File: src/verilog/async_timer_pkg.sv
package async_timer_pkg;

  // ==========================================
  // Register indices on the plain port
  localparam logic [3:0] ADDR_CONTROL_A = 4'h0;
  localparam logic [3:0] ADDR_CONTROL_B = 4'h1;
  localparam logic [3:0] ADDR_COUNTER   = 4'h2;
  localparam logic [3:0] ADDR_COMPARE_A = 4'h3;
  localparam logic [3:0] ADDR_COMPARE_B = 4'h4;
  localparam logic [3:0] ADDR_FLAG      = 4'h5;
  localparam logic [3:0] ADDR_MASK      = 4'h6;
  localparam logic [3:0] ADDR_ASYNC     = 4'h7;
  localparam logic [3:0] ADDR_POWER     = 4'h8;

  // ==========================================
  // Field positions
  localparam int FLAG_OVF   = 0;
  localparam int FLAG_CMPA  = 1;
  localparam int FLAG_CMPB  = 2;
  localparam int ASYNC_SEL  = 5;
  localparam int POWER_OFF  = 6;

  // ==========================================
  // Counter values and reset values
  localparam logic [7:0] BOTTOM_VALUE = 8'h00;
  localparam logic [7:0] MAX_VALUE    = 8'hFF;
  localparam logic [7:0] RESET_BYTE   = 8'h00;
  localparam logic [7:0] ONE_BYTE     = 8'h01;

  // Prescaler divisors for clock_select_field 2..7
  localparam logic [9:0] DIV_8    = 10'h007;
  localparam logic [9:0] DIV_32   = 10'h01F;
  localparam logic [9:0] DIV_64   = 10'h03F;
  localparam logic [9:0] DIV_128  = 10'h07F;
  localparam logic [9:0] DIV_256  = 10'h0FF;
  localparam logic [9:0] DIV_1024 = 10'h3FF;

  typedef enum logic [2:0] {
    MODE_NORMAL   = 3'b000,
    MODE_PC_MAX   = 3'b001,
    MODE_CTC      = 3'b010,
    MODE_FAST_MAX = 3'b011,
    MODE_RSV4     = 3'b100,
    MODE_PC_TOP   = 3'b101,
    MODE_RSV6     = 3'b110,
    MODE_FAST_TOP = 3'b111
  } wave_mode_t;

  typedef struct packed {
    logic [3:0] addr;
    logic [7:0] wdata;
    logic       wr;
    logic       rd;
  } cpu_req_t;

  typedef struct packed {
    logic [7:0]  control_a;
    logic [7:0]  control_b;
    logic [7:0]  counter;
    logic [7:0]  compare_a;
    logic [7:0]  compare_b;
    logic [7:0]  compare_a_buf;
    logic [7:0]  compare_b_buf;
    logic [2:0]  flags;
    logic [2:0]  mask;
    logic        async_sel;
    logic        power_off;
    logic        count_down;
    logic [9:0]  prescale;
    logic        osc_prev;
    logic        out_a;
    logic        out_b;
    logic [7:0]  rdata;
  } timer_state_t;

endpackage

File: src/verilog/async_timer.sv
// Overview of operation
// [RULE1] Counter and both compare values are eight-bit CPU-accessible registers.
// [RULE2] Every request shows as a flag and is gated by its own mask bit.
// [RULE3] Timer clock comes from I/O clock, or oscillator pin when async select set.
// [RULE4] Clock select zero stops the counter, flags and clears entirely.
// [RULE5] Each timer tick clears, increments or decrements per mode and direction.
// [RULE6] CPU reads/writes counter anytime; CPU write beats clear or count.
// [RULE7] Buffered compare values compared continuously; a match sets its flag.
// [RULE8] Bottom is 0x00, max is 0xFF, top is max or compare A by mode.
// [RULE9] Three-bit waveform mode: two low bits in control A, top bit in control B.
// [RULE10] Compare output mode never alters the counting sequence.
// [RULE11] Output mode picks polarity in PWM, set/clear/toggle otherwise.
// [RULE12] Normal mode counts up only, wrapping 0xFF to 0x00.
// [RULE13] Normal mode overflow flag set as counter becomes zero; logic never clears it.
// [RULE14] Normal mode accepts counter writes any time without side effects.
// [RULE15] Timer works only while the power-off bit is zero.
// [RULE16] Top and bottom indications assert at maximum value and zero; code raises top at compare A in MODE_CTC, MODE_PC_TOP and MODE_FAST_TOP.
//
// Implementation choices: strobed register access and the register addresses.
`timescale 1ns/100ps
module async_timer (
  input  wire logic                     clk,
  input  wire logic                     reset,
  input  wire async_timer_pkg::cpu_req_t cpu_req,
  output logic [7:0]                    rdata,
  input  wire logic                     osc_pin_1,
  output logic                          osc_pin_2,
  output logic                          compare_a_output,
  output logic                          compare_b_output,
  output logic                          top_ind,
  output logic                          bottom_ind,
  output logic                          irq
);

  async_timer_pkg::timer_state_t state_reg;
  async_timer_pkg::timer_state_t state_next;

  logic [2:0]                   wave_bits;
  async_timer_pkg::wave_mode_t  mode;
  logic [2:0]                   clock_select_field;
  logic [1:0]                   com_a;
  logic [1:0]                   com_b;
  logic                         pwm_mode;
  logic                         dual_slope;
  logic [7:0]                   top_value;
  logic                         src_tick;
  logic                         tick;
  logic                         match_a;
  logic                         match_b;
  logic                         at_top;
  logic                         at_bottom;
  logic                         wr_counter;

  // ==========================================
  // Decode
  assign wave_bits          = {state_reg.control_b[3], state_reg.control_a[1:0]};  // RULE9
  assign mode               = async_timer_pkg::wave_mode_t'(wave_bits);
  assign clock_select_field = state_reg.control_b[2:0];
  // Output modes only steer the waveform pins, never the counter
  assign com_a              = state_reg.control_a[7:6];  // RULE10
  assign com_b              = state_reg.control_a[5:4];
  assign pwm_mode           = (mode != async_timer_pkg::MODE_NORMAL) && (mode != async_timer_pkg::MODE_CTC);
  assign dual_slope         = (mode == async_timer_pkg::MODE_PC_MAX) || (mode == async_timer_pkg::MODE_PC_TOP);
  assign top_value          = (mode == async_timer_pkg::MODE_CTC || mode == async_timer_pkg::MODE_PC_TOP ||
                               mode == async_timer_pkg::MODE_FAST_TOP) ? state_reg.compare_a_buf
                                                                       : async_timer_pkg::MAX_VALUE;  // RULE8
  assign at_top             = (state_reg.counter == top_value);  // RULE16
  assign at_bottom          = (state_reg.counter == async_timer_pkg::BOTTOM_VALUE);  // RULE16
  assign match_a            = (state_reg.counter == state_reg.compare_a_buf);  // RULE7
  assign match_b            = (state_reg.counter == state_reg.compare_b_buf);  // RULE7
  assign wr_counter         = cpu_req.wr && (cpu_req.addr == async_timer_pkg::ADDR_COUNTER);

  // ==========================================
  // Clock source; oscillator pin sampled, rising edge is one tick
  always_comb begin
    if (state_reg.async_sel) begin
      src_tick = osc_pin_1 && !state_reg.osc_prev;  // RULE3
    end else begin
      case (clock_select_field)
        3'h1:    src_tick = 1'b1;
        3'h2:    src_tick = (state_reg.prescale[2:0] == async_timer_pkg::DIV_8[2:0]);
        3'h3:    src_tick = (state_reg.prescale[4:0] == async_timer_pkg::DIV_32[4:0]);
        3'h4:    src_tick = (state_reg.prescale[5:0] == async_timer_pkg::DIV_64[5:0]);
        3'h5:    src_tick = (state_reg.prescale[6:0] == async_timer_pkg::DIV_128[6:0]);
        3'h6:    src_tick = (state_reg.prescale[7:0] == async_timer_pkg::DIV_256[7:0]);
        3'h7:    src_tick = (state_reg.prescale == async_timer_pkg::DIV_1024);
        default: src_tick = 1'b0;
      endcase
    end
  end
  // Stopped select and power-off both kill the tick
  assign tick = src_tick && (clock_select_field != 3'h0) && !state_reg.power_off;  // RULE4 RULE15

  // ==========================================
  // Next state
  always_comb begin
    logic [2:0] set_flags;
    logic [7:0] cnt;
    logic       down;
    set_flags  = 3'b000;
    state_next = state_reg;
    cnt        = state_reg.counter;
    down       = state_reg.count_down;
    state_next.osc_prev = osc_pin_1;
    if (!state_reg.power_off) begin
      state_next.prescale = state_reg.prescale + 10'h001;
    end
    if (tick) begin
      // Compare values refresh on a tick at top in PWM modes, on every tick otherwise
      if (!pwm_mode || at_top) begin
        state_next.compare_a_buf = state_reg.compare_a;
        state_next.compare_b_buf = state_reg.compare_b;
      end
      set_flags[async_timer_pkg::FLAG_CMPA] = match_a;  // RULE7
      set_flags[async_timer_pkg::FLAG_CMPB] = match_b;
      case (mode)
        async_timer_pkg::MODE_NORMAL: begin
          cnt = state_reg.counter + async_timer_pkg::ONE_BYTE;  // RULE12
          set_flags[async_timer_pkg::FLAG_OVF] = (cnt == async_timer_pkg::BOTTOM_VALUE);  // RULE13
        end
        async_timer_pkg::MODE_CTC: begin
          cnt = match_a ? async_timer_pkg::BOTTOM_VALUE : state_reg.counter + async_timer_pkg::ONE_BYTE;
          set_flags[async_timer_pkg::FLAG_OVF] = at_bottom && !match_a &&
                                                 (state_reg.counter != async_timer_pkg::BOTTOM_VALUE) ? 1'b0 :
                                                 (state_reg.counter == async_timer_pkg::MAX_VALUE);
        end
        async_timer_pkg::MODE_PC_MAX, async_timer_pkg::MODE_PC_TOP: begin
          if (at_top) begin
            down = 1'b1;
          end else if (at_bottom) begin
            down = 1'b0;
          end
          cnt = down ? state_reg.counter - async_timer_pkg::ONE_BYTE
                     : state_reg.counter + async_timer_pkg::ONE_BYTE;  // RULE5
          set_flags[async_timer_pkg::FLAG_OVF] = at_bottom;
        end
        async_timer_pkg::MODE_FAST_MAX, async_timer_pkg::MODE_FAST_TOP: begin
          cnt = at_top ? async_timer_pkg::BOTTOM_VALUE : state_reg.counter + async_timer_pkg::ONE_BYTE;  // RULE5
          set_flags[async_timer_pkg::FLAG_OVF] = at_top;
        end
        default: begin
          cnt = state_reg.counter + async_timer_pkg::ONE_BYTE;
        end
      endcase
      // Waveform outputs
      if (pwm_mode) begin
        if (dual_slope) begin
          if (match_a) state_next.out_a = (com_a[0] ^ state_reg.count_down);  // RULE11
          if (match_b) state_next.out_b = (com_b[0] ^ state_reg.count_down);
        end else begin
          if (match_a) state_next.out_a = com_a[0];  // RULE11
          else if (at_top) state_next.out_a = !com_a[0];
          if (match_b) state_next.out_b = com_b[0];
          else if (at_top) state_next.out_b = !com_b[0];
        end
      end else begin
        if (match_a) begin
          case (com_a)
            2'h1:    state_next.out_a = !state_reg.out_a;  // RULE11
            2'h2:    state_next.out_a = 1'b0;
            2'h3:    state_next.out_a = 1'b1;
            default: state_next.out_a = state_reg.out_a;
          endcase
        end
        if (match_b) begin
          case (com_b)
            2'h1:    state_next.out_b = !state_reg.out_b;
            2'h2:    state_next.out_b = 1'b0;
            2'h3:    state_next.out_b = 1'b1;
            default: state_next.out_b = state_reg.out_b;
          endcase
        end
      end
    end
    state_next.count_down = down;
    // CPU write wins over clear and count, in any mode
    state_next.counter = wr_counter ? cpu_req.wdata : cnt;  // RULE6 RULE14
    // Register writes
    if (cpu_req.wr) begin
      case (cpu_req.addr)
        async_timer_pkg::ADDR_CONTROL_A: state_next.control_a = cpu_req.wdata;
        async_timer_pkg::ADDR_CONTROL_B: state_next.control_b = cpu_req.wdata;
        async_timer_pkg::ADDR_COMPARE_A: state_next.compare_a = cpu_req.wdata;  // RULE1
        async_timer_pkg::ADDR_COMPARE_B: state_next.compare_b = cpu_req.wdata;
        async_timer_pkg::ADDR_MASK:      state_next.mask      = cpu_req.wdata[2:0];
        async_timer_pkg::ADDR_ASYNC:     state_next.async_sel = cpu_req.wdata[async_timer_pkg::ASYNC_SEL];
        async_timer_pkg::ADDR_POWER:     state_next.power_off = cpu_req.wdata[async_timer_pkg::POWER_OFF];
        default: ;
      endcase
    end
    // Write one to clear; a same-cycle set wins
    if (cpu_req.wr && cpu_req.addr == async_timer_pkg::ADDR_FLAG) begin
      state_next.flags = (state_reg.flags & ~cpu_req.wdata[2:0]) | set_flags;  // RULE2
    end else begin
      state_next.flags = state_reg.flags | set_flags;  // RULE13
    end
    // Read data, one cycle later
    state_next.rdata = 8'h00;
    if (cpu_req.rd) begin
      case (cpu_req.addr)
        async_timer_pkg::ADDR_CONTROL_A: state_next.rdata = state_reg.control_a;
        async_timer_pkg::ADDR_CONTROL_B: state_next.rdata = state_reg.control_b;
        async_timer_pkg::ADDR_COUNTER:   state_next.rdata = state_reg.counter;  // RULE6
        async_timer_pkg::ADDR_COMPARE_A: state_next.rdata = state_reg.compare_a;
        async_timer_pkg::ADDR_COMPARE_B: state_next.rdata = state_reg.compare_b;
        async_timer_pkg::ADDR_FLAG:      state_next.rdata = {5'h00, state_reg.flags};
        async_timer_pkg::ADDR_MASK:      state_next.rdata = {5'h00, state_reg.mask};
        async_timer_pkg::ADDR_ASYNC:     state_next.rdata = {2'h0, state_reg.async_sel, 5'h00};
        async_timer_pkg::ADDR_POWER:     state_next.rdata = {1'b0, state_reg.power_off, 6'h00};
        default:                         state_next.rdata = 8'h00;
      endcase
    end
  end

  always_ff @(posedge clk or posedge reset) begin
    if (reset) begin
      state_reg <= '0;
    end else begin
      state_reg <= state_next;
    end
  end

  // ==========================================
  // Outputs
  assign rdata            = state_reg.rdata;
  assign osc_pin_2        = !osc_pin_1;
  assign compare_a_output = state_reg.out_a;
  assign compare_b_output = state_reg.out_b;
  assign top_ind          = at_top;
  assign bottom_ind       = at_bottom;
  assign irq              = |(state_reg.flags & state_reg.mask);  // RULE2

  // ==========================================
  // Assertions
  property p_irq_gate;
    @(posedge clk) disable iff (reset)
      (cpu_req.wr && cpu_req.addr == async_timer_pkg::ADDR_FLAG && !tick &&
       (state_reg.flags & ~cpu_req.wdata[2:0]) == 3'h0) |=> !irq;
  endproperty
  a_irq_gate: assert property (p_irq_gate) else $error("irq left high after clearing flags");  // RULE2

  property p_stopped;
    @(posedge clk) disable iff (reset)
      (clock_select_field == 3'h0 && !wr_counter) |=> $stable(state_reg.counter);
  endproperty
  a_stopped: assert property (p_stopped) else $error("counter moved while stopped");  // RULE4

  property p_power_off;
    @(posedge clk) disable iff (reset) (state_reg.power_off && !wr_counter) |=> $stable(state_reg.counter);
  endproperty
  a_power_off: assert property (p_power_off) else $error("counter moved while powered off");  // RULE15

  property p_cpu_write;
    @(posedge clk) disable iff (reset) wr_counter |=> state_reg.counter == $past(cpu_req.wdata);
  endproperty
  a_cpu_write: assert property (p_cpu_write) else $error("counter write lost");  // RULE6

  property p_normal_inc;
    @(posedge clk) disable iff (reset)
      (tick && mode == async_timer_pkg::MODE_NORMAL && !wr_counter)
        |=> state_reg.counter == $past(state_reg.counter) + 8'h01;
  endproperty
  a_normal_inc: assert property (p_normal_inc) else $error("normal mode did not increment");  // RULE12

  property p_overflow;
    @(posedge clk) disable iff (reset)
      (tick && mode == async_timer_pkg::MODE_NORMAL && state_reg.counter == 8'hFF) |=> state_reg.flags[0];
  endproperty
  a_overflow: assert property (p_overflow) else $error("overflow flag not set");  // RULE13

  property p_match_a;
    @(posedge clk) disable iff (reset) (tick && match_a) |=> state_reg.flags[1];
  endproperty
  a_match_a: assert property (p_match_a) else $error("compare A flag not set");  // RULE7

  property p_read;
    @(posedge clk) disable iff (reset)
      (cpu_req.rd && cpu_req.addr == async_timer_pkg::ADDR_COMPARE_B) |=> rdata == $past(state_reg.compare_b);
  endproperty
  a_read: assert property (p_read) else $error("compare B readback wrong");  // RULE1

  property p_bottom;
    @(posedge clk) disable iff (reset) $rose(bottom_ind) |-> ($past(tick) || $past(wr_counter));
  endproperty
  a_bottom: assert property (p_bottom) else $error("bottom indication rose without a count or write");  // RULE16

  property p_match_b;
    @(posedge clk) disable iff (reset)
      (tick && match_b) |=> state_reg.flags[async_timer_pkg::FLAG_CMPB];
  endproperty
  a_match_b: assert property (p_match_b) else $error("compare B flag not set");  // RULE7

  property p_buffered;
    @(posedge clk) disable iff (reset)
      (pwm_mode && !(tick && at_top)) |=> $stable(state_reg.compare_a_buf);
  endproperty
  a_buffered: assert property (p_buffered) else $error("compare buffer loaded away from top");  // RULE7

  property p_stopped_flags;
    @(posedge clk) disable iff (reset)
      (clock_select_field == 3'h0 && !cpu_req.wr) |=> $stable(state_reg.flags);
  endproperty
  a_stopped_flags: assert property (p_stopped_flags) else $error("flags moved while stopped");  // RULE4

  property p_pc_turn;
    @(posedge clk) disable iff (reset)
      (tick && dual_slope && at_top && !wr_counter)
        |=> state_reg.count_down && (state_reg.counter == $past(state_reg.counter) - 8'h01);
  endproperty
  a_pc_turn: assert property (p_pc_turn) else $error("dual slope did not turn at top");  // RULE5

  property p_fast_wrap;
    @(posedge clk) disable iff (reset)
      (tick && at_top && !wr_counter &&
       (mode == async_timer_pkg::MODE_FAST_MAX || mode == async_timer_pkg::MODE_FAST_TOP))
        |=> state_reg.counter == async_timer_pkg::BOTTOM_VALUE && state_reg.flags[async_timer_pkg::FLAG_OVF];
  endproperty
  a_fast_wrap: assert property (p_fast_wrap) else $error("single slope did not wrap at top");  // RULE5

  property p_ctc_clear;
    @(posedge clk) disable iff (reset)
      (tick && mode == async_timer_pkg::MODE_CTC && match_a && !wr_counter)
        |=> state_reg.counter == async_timer_pkg::BOTTOM_VALUE;
  endproperty
  a_ctc_clear: assert property (p_ctc_clear) else $error("counter not cleared on compare A");  // RULE5

  property p_top_max;
    @(posedge clk) disable iff (reset)
      (mode == async_timer_pkg::MODE_NORMAL || mode == async_timer_pkg::MODE_PC_MAX ||
       mode == async_timer_pkg::MODE_FAST_MAX) |-> top_ind == (state_reg.counter == async_timer_pkg::MAX_VALUE);
  endproperty
  a_top_max: assert property (p_top_max) else $error("top indication not at max");  // RULE8

  property p_top_cmp;
    @(posedge clk) disable iff (reset)
      (mode == async_timer_pkg::MODE_CTC || mode == async_timer_pkg::MODE_PC_TOP ||
       mode == async_timer_pkg::MODE_FAST_TOP) |-> top_ind == (state_reg.counter == state_reg.compare_a_buf);
  endproperty
  a_top_cmp: assert property (p_top_cmp) else $error("top indication not at compare A");  // RULE8

  property p_async_src;
    @(posedge clk) disable iff (reset)
      (state_reg.async_sel && !(osc_pin_1 && !state_reg.osc_prev)) |-> !tick;
  endproperty
  a_async_src: assert property (p_async_src) else $error("tick without oscillator edge");  // RULE3

  property p_sync_src;
    @(posedge clk) disable iff (reset)
      (!state_reg.async_sel && clock_select_field == 3'h1 && !state_reg.power_off) |-> tick;
  endproperty
  a_sync_src: assert property (p_sync_src) else $error("I/O clock tick missing");  // RULE3

  property p_ovf_hold;
    @(posedge clk) disable iff (reset)
      (state_reg.flags[async_timer_pkg::FLAG_OVF] && !(cpu_req.wr && cpu_req.addr == async_timer_pkg::ADDR_FLAG))
        |=> state_reg.flags[async_timer_pkg::FLAG_OVF];
  endproperty
  a_ovf_hold: assert property (p_ovf_hold) else $error("overflow flag cleared by counting");  // RULE13

  property p_toggle;
    @(posedge clk) disable iff (reset)
      (tick && !pwm_mode && match_a && com_a == 2'h1) |=> compare_a_output != $past(compare_a_output);
  endproperty
  a_toggle: assert property (p_toggle) else $error("compare A output did not toggle");  // RULE11

  property p_power_tick;
    @(posedge clk) disable iff (reset)
      state_reg.power_off |-> !tick;
  endproperty
  a_power_tick: assert property (p_power_tick) else $error("tick while powered off");  // RULE15

  property p_rdata_idle;
    @(posedge clk) disable iff (reset) !cpu_req.rd |=> rdata == 8'h00;
  endproperty
  a_rdata_idle: assert property (p_rdata_idle) else $error("read data outside read slot");  // RULE1

  // ==========================================
  // Cover points
  // Each marks a path the bench must reach, not just allow
  c_overflow:  cover property (@(posedge clk) disable iff (reset) $rose(state_reg.flags[0]));
  c_irq:       cover property (@(posedge clk) disable iff (reset) $rose(irq));
  c_down:      cover property (@(posedge clk) disable iff (reset) $rose(state_reg.count_down));
  c_fast_wrap: cover property (@(posedge clk) disable iff (reset)
                               tick && at_top && mode == async_timer_pkg::MODE_FAST_TOP);
  c_ctc_clear: cover property (@(posedge clk) disable iff (reset)
                               tick && match_a && mode == async_timer_pkg::MODE_CTC);

endmodule

File: config.mk
export PLATFORM = sky130hd
export DESIGN_NAME = async_timer
export DESIGN_NICKNAME = d
export VERILOG_FILES = /design/src/verilog/async_timer_pkg.sv /design/src/verilog/async_timer.sv
export SDC_FILE = /design/constraint.sdc
export NUM_CORES = 1
export LEC_CHECK = 0
export BUFFER_PORTS_ARGS = -buffer_cell sky130_fd_sc_hd__buf_4
export CORE_MARGIN = 2
export CORE_UTILIZATION = 40
export CTS_CLUSTER_DIAMETER = 120
export DETAILED_ROUTE_END_ITERATION = 10
export GPL_ROUTABILITY_DRIVEN = 0
export PLACE_DENSITY_LB_ADDON = 0.08
export SETUP_SLACK_MARGIN = 0.1
export SKIP_CTS_REPAIR_TIMING = 1
export SLEW_MARGIN = 0
export SYNTH_ARGS = -nofsm -noshare
export SYNTH_HDL_FRONTEND = slang
export SYNTH_SLANG_ARGS = --single-unit
File: constraint.sdc
create_clock -name clk -period 6.53 [get_ports clk]
set_clock_uncertainty 0.2 [all_clocks]
set_input_delay 0.3265 -clock clk [delete_from_list [all_inputs] [get_ports clk]]
set_output_delay 0.3265 -clock clk [all_outputs]
set_load 0.02 [all_outputs]
==> impl_metrics.json <==
{
  "status": "finished clean",
  "drc": 0,
  "core_sq_mm": 0.0119,
  "synth_cell_types": 60,
  "period_share": 0.479,
  "ant_nets": 0,
  "worst_pin_slew_ns": 1.03,
  "dp_slack_ns": 3.52,
  "dpl.cell_count": 621,
  "nFillCells": 1175,
  "cts_tree": "yes",
  "htree_levels": 3,
  "largest_reg_flops": 66,
  "pwr-share-clk": 0.227,
  "grt_pass1_vias": 3545,
  "hp-class": "in -> reg",
  "synth.most_common_cell": "dfrtp_1",
  "vias": 3727,
  "die_area_sq_mm": 0.0130,
  "die_y_um": 114,
  "max_freq_mhz": 320,
  "utilization": 0.451,
  "numCtsBuffers": 9,
  "clockBufferDepth": 2,
  "power_density_mw_per_mm2": 384,
  "synthArstFlopShare": 1.00,
  "drv_slew": 0,
  "post-route-cell-area_sq_mm": 0.00537,
  "grt.overflow.total": 0,
  "worstPathArrival_ns": 3.15,
  "wirelength_um": 13400,
  "ys.flop_type": "dfrtp_1",
  "cpPeakStageDelay_ns": 0.59,
  "power_switching_mw": 0.768,
  "die_x_um": 114,
  "drv_cap": 0,
  "drive_gt1_frac": 0.234,
  "ys_warn_count": 0,
  "slew_headroom": 0.315,
  "worst_setup_path_end_kind": "flip-flop",
  "place_area_sq_mm": 0.00509,
  "synth_commonest_cells": "dfrtp_1 (86), mux2_2 (56), nand2_1 (36), nor2_1 (32)",
  "setup_ws_ns": 3.40,
  "synth-edff-count": 0,
  "p_leak_nw": 2.29,
  "grt_max_degree": 79,
  "syn_nets": 500,
  "pwr-share-comb": 0.320,
  "wl_per_cell_um": 20.9,
  "p_int_mw": 1.30,
  "grt_setup_unrepaired": "no",
  "ys_ff_latch": 86,
  "swShare": 0.372,
  "antenna_found_initial": 0,
  "synth_top_cell_by_area": "dfrtp_1",
  "drt_iter0_drc": 301,
  "firstDrtPassIters": 5,
  "diodes": 0,
  "syn_area_sq_mm": 0.00484,
  "worstPathRequired_ns": 6.55,
  "nets": 513,
  "synth_top_area_frac": 0.445,
  "final_cells": 638,
  "vdd_drop_max_mv": 0.132,
  "hpwl_um": 9690,
  "setup_viol": 0,
  "grt_pass1_wl_um": 20700,
  "port_buffers": 30,
  "cts_root_buf": "clkbuf_16",
  "startpoint_type": "flip-flop",
  "crit_slowest_cell": "dfrtp_1",
  "io_pins": 31,
  "groute.usage.overall": 0.214,
  "yosys-top-cells-area": "dfrtp_1 (45%), mux2_2 (13%), xnor2_1 (3.6%), nand2_1 (2.8%), nor2_1 (2.5%)",
  "numClockSinks": 86,
  "vias_per_cell": 5.84,
  "yosysSeqAreaShare": 0.445,
  "postSynthAreaPerCell_sq_um": 10.2,
  "synthCells": 474,
  "sequentialPowerShare": 0.453,
  "rows": 40,
  "hold_violations": 0,
  "insertion_delay_ns": 0.34,
  "period_needed_ns": 3.13,
  "fin_tns_setup_ns": 0,
  "area_growth_pct": 11.1,
  "path_cells": "nor2b_4 -> a2111o_1 -> nor4_1 -> o21a_1 -> nor2b_2 -> mux2_4 -> a221oi_2 -> a21oi_1",
  "worstPathMaxFanout": 17,
  "start_util": 0.406,
  "clk_pin_slew_worst_paths_ns": 0.06,
  "critical_path_class": "reg -> reg"
}
final cells by class:
class / count / area [sq um] / share of cell area
Inverter: 14 / 53.8 / 0.0100
Multi-Input combinational cell: 340 / 2440 / 0.454
Clock inverter: 4 / 23.8 / 0.00442
Clock buffer: 11 / 243 / 0.0452
Sequential cell: 86 / 2150 / 0.400
Tap cell: 147 / 184 / 0.0342
Timing Repair Buffer: 36 / 275 / 0.0512
metrics by stage:
step                      power (mW)  hold slack (ns)
after floorplan                 1.40            0.158
after detailed placement        1.60           0.0320
after global placement          1.58           0.0255
final                           2.06           0.0644
after CTS                       2.08           -0.341
after global routing            2.20           0.0681
final timing paths:
path                                           start                           end  slack, ns  cells past startpoint
hold / removal                            cpu_req[5]     state_reg[57]$_DFFE_PP0P_       0.06                      2
min in group asynchronous                      reset     state_reg[57]$_DFFE_PP0P_       0.22                      3
hold reg to reg            state_reg[20]$_DFFE_PP0N_     state_reg[20]$_DFFE_PP0N_       0.27                      1
max in group asynchronous                      reset  compare_b_output$_DFFE_PP0P_       4.66                      4
setup reg to reg           state_reg[64]$_DFFE_PP0P_     state_reg[66]$_DFFE_PP0P_       3.40                      8
setup / recovery           state_reg[64]$_DFFE_PP0P_     state_reg[66]$_DFFE_PP0P_       3.40                      8
logic make-up (layout without fill, tap and decap cells):
group	count (synthesis)	after routing	share of synthesized area
AOI/OAI and AO/OA	90	90	0.129
xor gates and xnor gates	27	27	0.0489
adders and majority gates	9	9	0.0233
buffers and inverters	48	65	0.0499
DFF	86	86	0.445
muxes	65	65	0.150
and+or+nand+nor	149	149	0.153
critical path: cells and delay by family (launching register included):
family	cells	cell delay [ns]
multiplexers	1	0.34
AND/OR/NAND/NOR	3	0.77
AO/OA/AOI/OAI	4	1.09
flip-flops	1	0.59
cell usage in the layout (no fill, tap or decap), types with 8 or more instances in the layout:
cell type and count:
and3_1 9, inv_1 13, nor2b_1 8, mux2_2 56
ha_1 9, nand3_1 21, a21oi_1 21, nor3_1 15
xnor2_1 20, dfrtp_1 86, buf_4 34, nand2_1 36
o21ai_0 19, clkbuf_16 9, nor2_1 32
metal layers:
metal	routed length, um	global-route usage	vias to the layer above
met5	0	0	-
met4	416	0.0919	0
met3	483	0.0393	28
met2	6090	0.318	77
met1	6370	0.306	1891
li1	-	-	1731
power by group through the flow:
stage	clock network, mW	registers, mW	logic [mW]
floorplan	0	0.797	0.608
global placement	0	0.936	0.649
detailed placement	0	0.941	0.661
CTS	0.486	0.932	0.663
global route	0.502	0.958	0.738
finish	0.468	0.935	0.661
No activity file was read; power rests on OpenSTA's default activity.
